$ cat src/core/cmg_pkg.sv
/*
  package for the configuration memory access gate: region codes, fuse
  layout, delivery values and gate sizes.
  assumes: included ahead of core/cmg_gate.sv.
*/
package cmg_pkg;

  // ----------------------------------------------------------------------
  // regions of the configuration memory
  // ----------------------------------------------------------------------
  typedef enum logic [3:0] {
    CMG_RG_ANTICOLL = 4'h0,
    CMG_RG_TEST = 4'h1,
    CMG_RG_HW_REV = 4'h2,
    CMG_RG_SERIAL = 4'h3,
    CMG_RG_ACCESS = 4'h4,
    CMG_RG_DEVCFG = 4'h5,
    CMG_RG_CRYPTO = 4'h6,
    CMG_RG_KEYS = 4'h7,
    CMG_RG_SECRET = 4'h8,
    CMG_RG_PASSWORD = 4'h9,
    CMG_RG_ATTEMPT = 4'hA,
    CMG_RG_FORBIDDEN = 4'hB
  } cmg_region_t;

  // ----------------------------------------------------------------------
  // fuse byte layout and values
  // ----------------------------------------------------------------------
  localparam int CMG_FUSE_PERS_BIT = 0;
  localparam int CMG_FUSE_KEYLOCK_BIT = 1;
  localparam int CMG_FUSE_ENCR_BIT = 2;
  localparam int CMG_FUSE_FACT_BIT = 3;
  // delivery state: factory fuse 0, others 1
  localparam logic [3:0] CMG_FUSE_RESET = 4'h7;
  localparam int CMG_PW_SETS = 8;
  localparam int CMG_PW_SET_W = 3;
  localparam int CMG_ZONES = 16;

endpackage

$ cat src/core/cmg_gate.sv
/*
  configuration memory access gate: decides each read or write of the
  configuration memory from the fuses and the validated credentials.
  assumes: request and credential strobes come from command logic on
  ref_clk; fuse state is held here and lost on power-on reset only in
  this model (nonvolatile storage lies outside).
*/
//
// How it works
// transport-restricted regions open only after a valid transport password check
// a write password unlocks only its own set's counters and passwords
// die serial number always readable, never writable
// crypto registers readable; write needs transport while key-lock fuse is 1
// after encryption fuse and until key-lock fuse, keys/secrets/passwords writes need transport plus encryption
// one access register per user zone plus a device configuration register
// fuses program only encryption, then key-lock, then personalization
// delivery state: factory fuse 0, other three fuses 1
// memory test zone always open; forbidden region always refused
`timescale 1ns/100ps
module cmg_gate
  import cmg_pkg::*;
#(
  parameter int ZONES = cmg_pkg::CMG_ZONES,
  parameter int PW_SETS = cmg_pkg::CMG_PW_SETS
)
(
  input wire logic ref_clk,
  input wire logic rst_n,
  input wire logic req_valid,
  input wire logic req_write,
  input wire cmg_pkg::cmg_region_t req_region,
  input wire logic [cmg_pkg::CMG_PW_SET_W-1:0] req_pw_set,
  input wire logic [3:0] req_zone,
  input wire logic [7:0] req_data,
  input wire logic transport_ok,
  input wire logic write_credential_ok,
  input wire logic [cmg_pkg::CMG_PW_SET_W-1:0] write_credential_set,
  input wire logic cred_clear,
  input wire logic encryption_active,
  input wire logic fuse_prog,
  input wire logic [1:0] fuse_sel,
  output logic grant_ff,
  output logic deny_ff,
  output logic fuse_ack_ff,
  output logic fuse_nak_ff,
  output logic [3:0] fuse_state_ff,
  output logic [7:0] zone_access_ff,
  output logic [7:0] device_config_ff
);
  import cmg_pkg::*;

  // ----------------------------------------------------------------------
  // credential and fuse state
  // ----------------------------------------------------------------------
  logic [3:0] fuse_q_ff, nxt_fuse_q;
  logic transport_cred_ff, nxt_transport_cred;
  logic [PW_SETS-1:0] write_cred_ff, nxt_write_cred;
  logic fuse_ack_nxt, fuse_nak_nxt;
  logic enc_f, key_f, per_f;

  assign enc_f = fuse_q_ff[CMG_FUSE_ENCR_BIT];
  assign key_f = fuse_q_ff[CMG_FUSE_KEYLOCK_BIT];
  assign per_f = fuse_q_ff[CMG_FUSE_PERS_BIT];

  always_comb
  begin
    nxt_transport_cred = transport_cred_ff;
    nxt_write_cred = write_cred_ff;
    if (cred_clear)
    begin
      nxt_transport_cred = 1'b0;
      nxt_write_cred = '0;
    end
    // transport check latch
    if (transport_ok)
      nxt_transport_cred = 1'b1;
    // per-set unlock
    if (write_credential_ok)
      nxt_write_cred[write_credential_set] = 1'b1;
  end

  // fuse_sel: 0 encryption, 1 key-lock, 2 personalization
  always_comb
  begin
    nxt_fuse_q = fuse_q_ff;
    fuse_ack_nxt = 1'b0;
    fuse_nak_nxt = 1'b0;
    if (fuse_prog)
    begin
      // enforce programming order
      if (fuse_sel == 2'd0 && enc_f)
      begin
        nxt_fuse_q[CMG_FUSE_ENCR_BIT] = 1'b0;
        fuse_ack_nxt = 1'b1;
      end
      else if (fuse_sel == 2'd1 && !enc_f && key_f)
      begin
        nxt_fuse_q[CMG_FUSE_KEYLOCK_BIT] = 1'b0;
        fuse_ack_nxt = 1'b1;
      end
      else if (fuse_sel == 2'd2 && !key_f && per_f)
      begin
        nxt_fuse_q[CMG_FUSE_PERS_BIT] = 1'b0;
        fuse_ack_nxt = 1'b1;
      end
      else
        fuse_nak_nxt = 1'b1;
    end
  end

  // ----------------------------------------------------------------------
  // access decision
  // ----------------------------------------------------------------------
  logic allow;
  logic own_set;
  logic tp_enc;

  always_comb
  begin
    own_set = write_cred_ff[req_pw_set];
    // stage two: encryption fuse blown, key-lock still intact
    tp_enc = transport_cred_ff && (enc_f || encryption_active);
    allow = 1'b0;
    case (req_region)
      // test zone open
      CMG_RG_TEST: allow = 1'b1;
      CMG_RG_HW_REV: allow = !req_write;
      // serial read only
      CMG_RG_SERIAL: allow = !req_write;
      CMG_RG_ANTICOLL, CMG_RG_ACCESS:
        allow = !req_write || (per_f && transport_cred_ff);
      // crypto write gated by key-lock
      CMG_RG_DEVCFG, CMG_RG_CRYPTO:
        allow = !req_write || (key_f && transport_cred_ff);
      // keys and secrets writes need encryption after first fuse
      CMG_RG_KEYS, CMG_RG_SECRET:
        allow = key_f && (req_write ? tp_enc : transport_cred_ff);
      CMG_RG_PASSWORD:
        if (!per_f)
          // own password set only
          allow = own_set;
        else if (key_f && req_write)
          allow = tp_enc;
        else
          allow = transport_cred_ff;
      CMG_RG_ATTEMPT:
        if (!req_write)
          allow = 1'b1;
        else if (!per_f)
          allow = own_set;
        else
          allow = transport_cred_ff;
      // forbidden region refused
      CMG_RG_FORBIDDEN: allow = 1'b0;
      default: allow = 1'b0;
    endcase
  end

  // ----------------------------------------------------------------------
  // zone access and device configuration registers
  // ----------------------------------------------------------------------
  logic [7:0] zone_ar_ff [ZONES];
  logic [7:0] nxt_zone_ar [ZONES];
  logic [7:0] nxt_devcfg;
  logic wr_ok;

  assign wr_ok = req_valid && req_write && allow;

  // one access register per zone
  genvar gz;
  generate
    for (gz = 0; gz < ZONES; gz++)
    begin : g_zone
      always_comb
      begin
        nxt_zone_ar[gz] = zone_ar_ff[gz];
        if (wr_ok && req_region == CMG_RG_ACCESS && req_zone == 4'(gz))
          nxt_zone_ar[gz] = req_data;
      end
      always_ff @(posedge ref_clk or negedge rst_n)
      begin
        if (!rst_n)
          zone_ar_ff[gz] <= 8'hFF;
        else
          zone_ar_ff[gz] <= nxt_zone_ar[gz];
      end
    end
  endgenerate

  always_comb
  begin
    nxt_devcfg = device_config_ff;
    // device configuration register
    if (wr_ok && req_region == CMG_RG_DEVCFG)
      nxt_devcfg = req_data;
  end

  always_ff @(posedge ref_clk or negedge rst_n)
  begin
    if (!rst_n)
    begin
      // delivery fuse state
      fuse_q_ff <= CMG_FUSE_RESET;
      fuse_state_ff <= CMG_FUSE_RESET;
      transport_cred_ff <= 1'b0;
      write_cred_ff <= '0;
      grant_ff <= 1'b0;
      deny_ff <= 1'b0;
      fuse_ack_ff <= 1'b0;
      fuse_nak_ff <= 1'b0;
      zone_access_ff <= 8'hFF;
      device_config_ff <= 8'hFF;
    end
    else
    begin
      fuse_q_ff <= nxt_fuse_q;
      fuse_state_ff <= nxt_fuse_q;
      transport_cred_ff <= nxt_transport_cred;
      write_cred_ff <= nxt_write_cred;
      grant_ff <= req_valid && allow;
      deny_ff <= req_valid && !allow;
      fuse_ack_ff <= fuse_ack_nxt;
      fuse_nak_ff <= fuse_nak_nxt;
      zone_access_ff <= nxt_zone_ar[req_zone];
      device_config_ff <= nxt_devcfg;
    end
  end

endmodule // cmg_gate

$ cat config.mk
export PLATFORM = sky130hd
export DESIGN_NAME = cmg_gate
export DESIGN_NICKNAME = d
export VERILOG_FILES = /design/src/core/cmg_pkg.sv /design/src/core/cmg_gate.sv
export SDC_FILE = /design/constraint.sdc
export NUM_CORES = 1
export LEC_CHECK = 0
export BUFFER_PORTS_ARGS = -buffer_cell sky130_fd_sc_hd__buf_2
export CORE_ASPECT_RATIO = 0.6
export CORE_UTILIZATION = 45
export CTS_BUF_LIST = sky130_fd_sc_hd__clkbuf_2 sky130_fd_sc_hd__clkbuf_4 sky130_fd_sc_hd__clkbuf_8
export CTS_CLUSTER_SIZE = 24
export DETAILED_ROUTE_END_ITERATION = 8
export PLACE_DENSITY_LB_ADDON = 0.12
export REMOVE_ABC_BUFFERS = 1
export SLEW_MARGIN = 20
export SYNTH_ARGS = -nofsm -noshare
export SYNTH_HDL_FRONTEND = slang
export SYNTH_SLANG_ARGS = --single-unit
$ cat constraint.sdc
create_clock -name ref_clk -period 2.3 [get_ports ref_clk]
set_input_delay 0.69 -clock ref_clk [delete_from_list [all_inputs] [get_ports ref_clk]]
set_output_delay 0.69 -clock ref_clk [all_outputs]
set_load 0.05 [all_outputs]
==> impl_metrics.ini, run 1 <==
[outcome]
status = complete, but fails checks
violations = negative setup slack

[critical_path]
crit_type = reg -> reg
crit_fanout = 6
critPathLaunchType = flip-flop
endpoint_kind = flip-flop
r2r_cells = 9
worst_r2r_endpoint = zone_access_ff[6]
r2r-start = fuse_q_ff[1]
r2r_setup_slack_ps = -180
required_ps = 2670
cp.arrival_ps = 2840

[yosys]
synth_area_mm2 = 0.00804
post-synth-top-area-cell = dfstp_2
synthTopCellsByArea = dfstp_2, mux2_2, dfrtp_1
synth-edff-count = 0
synth_top_area_share_pct = 48.0
yosysMostFrequentCell = mux2_2
synth_cell_types = 64
async_reset_ff_share_pct = 100
ys_ff_latch = 160
yosys_most_used_dff = dfstp_2
synth_commonest_cells = mux2_2, dfstp_2, clkbuf_1
syn_avg_cell_area_um2 = 13.1
synth_seq_area_share_pct = 52.1
synth_cells = 614
ys.warnings.count = 0

[global_routing]
grt.total_usage_pct = 25.9
grt_max_degree = 47
grt_remaining_overflow = 0
grt_pass1_vias = 6014
grt_antenna_before_repair = 0
grt_pass1_wl_mm = 35.5

[route]
vias = 5942
ant_nets = 0
wl_met3_mm = 1.38
top_layer_used = met4
drc_errors = 0
dr_wl_met2_mm = 10.2
wirelength_mm = 23.6
firstDrtPassIters = 5
drtIter0Drc = 453
wire_per_inst_um = 23.4
vias_per_cell = 5.90
wirelength_met1_mm = 11.8

[cts]
cts_made_buffers = 17
cts_tree = yes
cts-root-buf = clkbuf_8
clk-insertion-delay-late_ps = 460
ctsHoldBuffers = 0
cts.sinks = 160
clkTransAtPathRegs_ps = 90
cts_htree_levels = 4
clockBufferDepth = 2

[cells_and_area]
layout-drive-gt1-share_pct = 74.3
nets = 793
finalInstanceArea_mm2 = 0.0106
antenna_cells = 0
fin_util_pct = 61.0
area_growth_pct = 31.3
final_cells = 1007

[die]
die_w_um = 175
rows = 37
start_util_pct = 46.4
core_mm2 = 0.0173
dieArea_mm2 = 0.0184
ios = 57
die_h_um = 106

[timing]
setup_viol = 68
final-hold-violation-count = 0
tightest_slew_ps = 584
worst_slack_ps = -177
fin_skew_ps = 13.7
min_period_ps = 2480
drv_slew = 0
fin_setup_tns_ps = -3960
holdWs_ps = 143
rsz0062_at_grt = true
fin_crit_sh_pct = 108
fmaxAchievable_mhz = 404
timing.slew.headroom_pct = 60.9

[worst_hold_path]
min_path_type = in -> async

[place]
hpwl_mm = 16.0
gp_congestion = 0.900
io_buffers = 55
place_ws_ps = -689
placed_cells = 962
postPlaceCellArea_mm2 = 0.00934

[power]
ir_worst_vdd_mv = 0.472
p_total_mw = 5.93
powerDensity_mw_per_mm2 = 561
p_leak_nw = 4.44

[job]
max_cap_violations = 0
## power by group
part           total, mW  internal (mW)  leakage, nW  switching (mW)
clock               2.26           1.18        0.213            1.07
combinational      0.734          0.264         2.54           0.470
sequential          2.94           2.91         1.69          0.0274
total               5.93           4.36         4.44            1.57
## sequential cells by signal (all words and copies together), names as in the netlist, 3 cells and up
signal	cells
zone_ar_ff	128
device_config_ff	8
write_cred_ff	8
zone_access_ff	8
fuse_q_ff	3
## kinds of logic after synthesis
family / count (synthesis) / share of synthesized area, %
AO/OA/AOI/OAI: 117 / 10.6
buffers and inverters: 57 / 2.88
multiplexers: 183 / 26.8
flip-flops: 160 / 52.1
other: 1 / 0.0466
AND/OR/NAND/NOR: 96 / 7.61
## cells in the final DEF (no fill, tap or decap), types with 10 or more instances in the layout
cell and n:
nor2_1 13, clkbuf_8 20, a21oi_1 19, mux2_4 81
nor2_4 12, buf_12 12, a31oi_1 11, buf_2 54
dfstp_2 147, mux2_2 79, mux4_2 10, o211ai_1 14
inv_1 12, dfrtp_1 13, o21ai_0 11, mux2i_1 12
buf_6 19, buf_4 81
## cell type report
type,instances,area [µm²]
Fill cell,1395,6760
Sequential cell,160,4190
Multi-Input combinational cell,397,4180
Timing Repair Buffer,171,1410
Tap cell,234,293
Clock buffer,21,283
Clock inverter,11,153
Inverter,13,48.8
## timing repair
action | in CTS | in global routing
gates resized for setup | 65 | 103
gates cloned | 1 | 1
buffers inserted | 11 | 4
pin swaps | 29 | 24
setup endpoints to repair | 119 | 129
## how the worst max path moves through the flow
stage	start	to	slack, ps
3_3_place_gp	req_region[0]	zone_access_ff[0]	-700
2_1_floorplan	req_region[0]	zone_ar_ff[72]	-1600
6_report	fuse_q_ff[1]	zone_access_ff[6]	-180
5_1_grt	fuse_q_ff[0]	zone_access_ff[6]	-280
3_5_place_dp	req_region[0]	zone_access_ff[0]	-690
4_1_cts	fuse_q_ff[1]	zone_access_ff[7]	-130
## worst max-delay path: stages (launching register included)
cell and delay (ps):
dfstp_2 610, and4b_1 240, o2111ai_2 160, o211a_4 210, buf_12 140, nor4_4 310
buf_4 180, mux2_4 320, nand3_2 70, o2111ai_2 140
## layer usage
layer  up-vias  GRT usage (%)
met5         -              0
met4         0           5.96
met3        25           5.70
met2       209           36.3
met1      3113           40.2
li1       2595              -
No activity file was read; power rests on OpenSTA's default activity.
==> run 2, diff against run 1 <==
Settings changed: ABC_AREA set to 1.
==> run 2 against run 1 <==
Effect of this change: the run still ends with negative setup slack left; maximum frequency increased by 0.78%; clock skew shrank 2.5 ps; area after synthesis increased by 15%; final area increased by 16%; sequential share of layout area decreased by 5.4 points; clock power up 2%; combinational power up 42%; critical endpoint is now zone_access_ff[7]; worst setup slack better by 19 ps; global-route usage up 3.1 points; largest power group unchanged; sequential power about the same; highest routed layer unchanged; first-iteration DRC count rose by 51%; non-clock buffer count increased by 107.
==> impl_metrics.ini, run 2 <==
[place]
placed_cells = 1680
hpwl_mm = 20.2
io_buffers = 55
gp_congestion = 0.933
place_ws_ps = -692

[timing]
timing.slew.headroom_pct = 57.2
rsz0062_at_grt = true
worst_slack_ps = -158
fin_crit_sh_pct = 107
tightest_slew_ps = 639
holdWs_ps = 85.9
final-hold-violation-count = 0
drv_slew = 0
min_period_ps = 2460
fmaxAchievable_mhz = 407
setup_viol = 8
fin_skew_ps = 11.2

[die]
start_util_pct = 46.0
dieArea_mm2 = 0.0211
ios = 57
rows = 40
die_h_um = 113
core_mm2 = 0.0200
die_w_um = 187

[power]
combPwrFrac_pct = 16.4
p_total_mw = 6.31
p_leak_nw = 6.29
pwr-share-clk_pct = 36.5
power.switching_mw = 1.85
internal-power_mw = 4.46
powerDensity_mw_per_mm2 = 516
ir_worst_vdd_mv = 0.494
p_seq_share_pct = 47.1
switching_share_pct = 29.3

[job]
max_cap_violations = 0

[yosys]
synth_commonest_cells = nand2_1, inv_1, dfstp_2
ys_ff_latch = 160
synth_cells = 1207
synth_seq_area_share_pct = 45.5
post-synth-top-area-cell = dfstp_2
syn_avg_cell_area_um2 = 7.63
synth_cell_types = 34
synthTopCellsByArea = dfstp_2, nand2_1, o21a_1
synth_top_area_share_pct = 41.9
async_reset_ff_share_pct = 100
ys.warnings.count = 0
synth-edff-count = 0
synth_area_mm2 = 0.00921
yosysMostFrequentCell = nand2_1
yosys_most_used_dff = dfstp_2

[route]
vias_per_cell = 5.00
ant_nets = 0
drc_errors = 0
vias = 8697
firstDrtPassIters = 5
drtIter0Drc = 683
wirelength_mm = 29.1
wire_per_inst_um = 16.8

[cts]
cts_made_buffers = 17
clockBufferDepth = 2
cts_htree_levels = 4
clkTransAtPathRegs_ps = 80
cts.sinks = 160
cts-root-buf = clkbuf_8
ctsHoldBuffers = 0
cts_tree = yes
clk-insertion-delay-late_ps = 490

[outcome]
violations = negative setup slack
status = complete, but fails checks

[cells_and_area]
antenna_cells = 0
final_common_cell = nand2_1
largest_reg_flops = 128
fin_util_pct = 61.0
area_growth_pct = 32.6
largest-register = zone_ar_ff
layout-drive-gt1-share_pct = 39.5
nets = 1485
final_cells = 1738
layout_common_cells = nand2_1, buf_4, inv_1

[critical_path]
crit_type = reg -> reg
critPathLaunchType = flip-flop
endpoint_kind = flip-flop
crit_fanout = 8
cp.arrival_ps = 2890
required_ps = 2730

[worst_hold_path]
min_path_type = in -> async

[global_routing]
grt.total_usage_pct = 28.9
grt_pass1_vias = 8279
grt_max_degree = 50
grt_pass1_wl_mm = 45.8
grt_antenna_before_repair = 0
grt_remaining_overflow = 0
[run 2: worst paths after layout]
kind                                     startpoint                  end  slack, ps  depth (start not counted)
worst min-delay path                          rst_n     write_cred_ff[7]         90                          1
max in group asynchronous                     rst_n      zone_ar_ff[123]       1500                          2
worst min register to register  device_config_ff[1]  device_config_ff[1]        490                          2
worst max register to register         fuse_q_ff[0]    zone_access_ff[7]       -160                         17
worst max-delay path                   fuse_q_ff[0]    zone_access_ff[7]       -160                         17
min in group ref_clk                   transport_ok    transport_cred_ff        400                          2
[run 2: repair_timing]
action,CTS,global route
endpoints found under the setup margin,8,9
pin swaps,47,59
cloned,1,0
resized for setup,61,63
setup buffers,23,4
[run 2: layout make-up]
class                   instances  area (µm²)
clock buffers                  23         298
clock inverters                 9         133
fillers                      1823        7800
inverters                     196         749
multi-input cells             799        4260
flip-flops and latches        160        4190
well taps                     273         342
repair buffers                278        2250
[run 2: stage by stage]
step	setup TNS [ps]	cell area, µm²
after floorplan	-56470	8900
after global placement	-7780	11200
after detailed placement	-10100	11200
after CTS	-697	12000
after global routing	-2070	12200
final	-917	12200
[run 2: kinds of logic (layout without fill, tap and decap cells)]
family | count (synthesis) | after routing | share of synthesized area (%)
AO/OA/AOI/OAI | 131 | 131 | 10.2
flip-flops | 160 | 160 | 45.5
buffers and inverters | 248 | 506 | 11.4
other | 1 | 1 | 0.0407
AND/OR/NAND/NOR | 667 | 667 | 32.9
[run 2: power groups by stage]
stage / combinational, mW / sequential [mW] / clock, mW
after floorplan: 0.357 / 3.14 / 0
after global placement: 0.950 / 3.01 / 0
after detailed placement: 0.957 / 3.01 / 0
after CTS: 1.00 / 2.97 / 2.36
after global routing: 1.12 / 2.98 / 2.47
final: 1.04 / 2.97 / 2.30
[run 2: metal layers]
metal	vias to the layer above	global-route usage, %	wire [µm]
met2	307	39.9	11600
met3	38	7.44	2750
met5	-	0	0
li1	4249	-	-
met4	0	9.89	509
met1	4103	43.4	14300
[run 2: worst max-delay path: stages (launching register included)]
cell     delay (ps)
dfstp_2         600
nand2_2          80
o21ai_2         140
o21ai_1          70
nand2_1          80
nor2_2           50
nand3_4         130
buf_12          170
nand4_4         130
buf_4           180
buf_4           150
nand2_1          90
nand3_1          90
nand2_1          80
nor2_1           60
nor2_1          180
nor2_1           60
nand2_1          70
==> run 3, diff against run 2 <==
Settings changed: ABC_AREA 1 to unset, CORE_ASPECT_RATIO 0.6 to unset.
==> run 3 against run 2 <==
Effect of this change: sequential power barely moved; critical path type unchanged; clock skew about the same; the run still ends with negative setup slack left; count of clock-buffer cells in the layout increased by 1; combinational power down 32%; sequential share of layout area rose by 5.5 points; largest cell class unchanged; worst hold slack better by 100 ps; wire length fell by 25%; critical endpoint is now zone_access_ff[4]; critical path depth shrank 7; total power decreased by 10%; core utilization shrank 0.44 points; maximum frequency rose by 4.3%.
==> impl_metrics.ini, run 3 (synthesis results as in run 1) <==
[route]
vias_per_cell = 5.82
wirelength_mm = 21.8
wire_per_inst_um = 21.9
vias = 5777
drc_errors = 0
firstDrtPassIters = 5
drtIter0Drc = 408
ant_nets = 0

[critical_path]
crit_type = reg -> reg
slowest_stage = dfstp_2
crit_buf_inv = 3
path_depth = 10
crit_start = fuse_q_ff[0]
critPathLaunchType = flip-flop
required_ps = 2670
endpoint_kind = flip-flop
crit_family = compound AO/OA/AOI/OAI gates
cp_slowest_stage_delay_ps = 550
cp.arrival_ps = 2730
r2r_cells = 10
path_cells = nand2_1, o2111a_1, o211ai_1, buf_4, nand2_4, buf_12, buf_12, mux2i_1, a22o_1, o211ai_1
r2r-start = fuse_q_ff[0]
crit_fanout = 9

[power]
power.switching_mw = 1.51
switching_share_pct = 26.6
combPwrFrac_pct = 12.5
ir_worst_vdd_mv = 0.393
p_seq_share_pct = 51.8
powerDensity_mw_per_mm2 = 539
p_leak_nw = 4.44
pwr-share-clk_pct = 35.7
internal-power_mw = 4.16

[timing]
timing.slew.headroom_pct = 60.4
worst_slack_ps = -56.5
setup_viol = 29
holdWs_ps = 186
rsz0062_at_grt = true
fin_crit_sh_pct = 102
final-hold-violation-count = 0
fmaxAchievable_mhz = 424
drv_slew = 0
fin_skew_ps = 10.8
min_period_ps = 2360
tightest_slew_ps = 594

[cells_and_area]
nets = 788
largest_reg_flops = 128
layout_common_cells = dfstp_2, mux2_4, buf_4
final_common_cell = dfstp_2
antenna_cells = 0
nFillCells = 1362
layout-drive-gt1-share_pct = 72.4
final_cells = 993
largest-register = zone_ar_ff
area_growth_pct = 30.7

[cts]
ctsHoldBuffers = 0
cts_tree = yes
cts_htree_levels = 4
clkTransAtPathRegs_ps = 80
clockBufferDepth = 2
cts-root-buf = clkbuf_8
clk-insertion-delay-late_ps = 460
cts_made_buffers = 17
cts.sinks = 160

[outcome]
status = complete, but fails checks
violations = negative setup slack

[die]
dieArea_mm2 = 0.0184
rows = 48
die_h_um = 136
die_w_um = 136
core_mm2 = 0.0174
start_util_pct = 46.3
ios = 57

[worst_hold_path]
min_path_type = in -> async

[global_routing]
grt_antenna_before_repair = 0
grt_pass1_vias = 5868
grt_pass1_wl_mm = 33.2
grt.total_usage_pct = 24.1
grt_max_degree = 50
grt_remaining_overflow = 0

[job]
max_cap_violations = 0

[place]
hpwl_mm = 14.5
io_buffers = 55
gp_congestion = 0.841
placed_cells = 951
run 3: metrics by stage:
step | setup TNS (ps) | util (%) | setup slack (ps) | power, mW | cell area, µm²
after floorplan | -107590 | - | -1600 | 3.26 | 7860
after global placement | -60600 | 53.9 | -575 | 3.61 | 9360
after detailed placement | -63670 | 53.9 | -594 | 3.63 | 9360
after CTS | -61.7 | 56.8 | -26.0 | 5.68 | 9850
after global routing | -8260 | 60.6 | -179 | 5.90 | 10500
final | -580 | 60.6 | -56.5 | 5.67 | 10500
run 3: worst paths after layout:
check | to | slack (ps)
min in group ref_clk | transport_cred_ff | 410
max | zone_access_ff[4] | -60
min reg2reg | write_cred_ff[7] | 490
min | fuse_nak_ff | 190
max in group asynchronous | zone_ar_ff[22] | 1400
max reg2reg | zone_access_ff[4] | -60
run 3: layout make-up:
| type | instances | area [µm²] | area share, % |
|---|---|---|---|
| Clock inverter | 8 | 80.1 | 0.762 |
| Multi-Input combinational cell | 397 | 4220 | 40.2 |
| Sequential cell | 160 | 4190 | 39.8 |
| Inverter | 13 | 48.8 | 0.464 |
| Timing Repair Buffer | 166 | 1390 | 13.2 |
| Clock buffer | 24 | 305 | 2.90 |
| Tap cell | 225 | 282 | 2.68 |
run 3: metal layers:
| metal | GRT usage [%] | wire, µm | vias to the layer above | part of all wire [%] |
|---|---|---|---|---|
| li1 | - | - | 2572 | - |
| met1 | 33.6 | 10200 | 3034 | 47 |
| met2 | 37.8 | 10300 | 141 | 47 |
| met3 | 4.08 | 855 | 30 | 3.9 |
| met4 | 7.93 | 392 | 0 | 1.8 |
| met5 | 0 | 0 | - | 0 |
run 3: power groups by stage:
| stage | registers [mW] | logic (mW) | clock network [mW] |
|---|---|---|---|
| global route | 2.95 | 0.758 | 2.20 |
| detailed placement | 2.98 | 0.648 | 0 |
| CTS | 2.94 | 0.658 | 2.08 |
| global placement | 2.98 | 0.638 | 0 |
| floorplan | 3.07 | 0.190 | 0 |
| finish | 2.94 | 0.710 | 2.02 |
run 3: what timing repair did:
action,in CTS,in global routing
buffers inserted,3,5
setup endpoints to repair,99,121
pin swaps,15,32
resized for setup,21,154
gates cloned,0,2
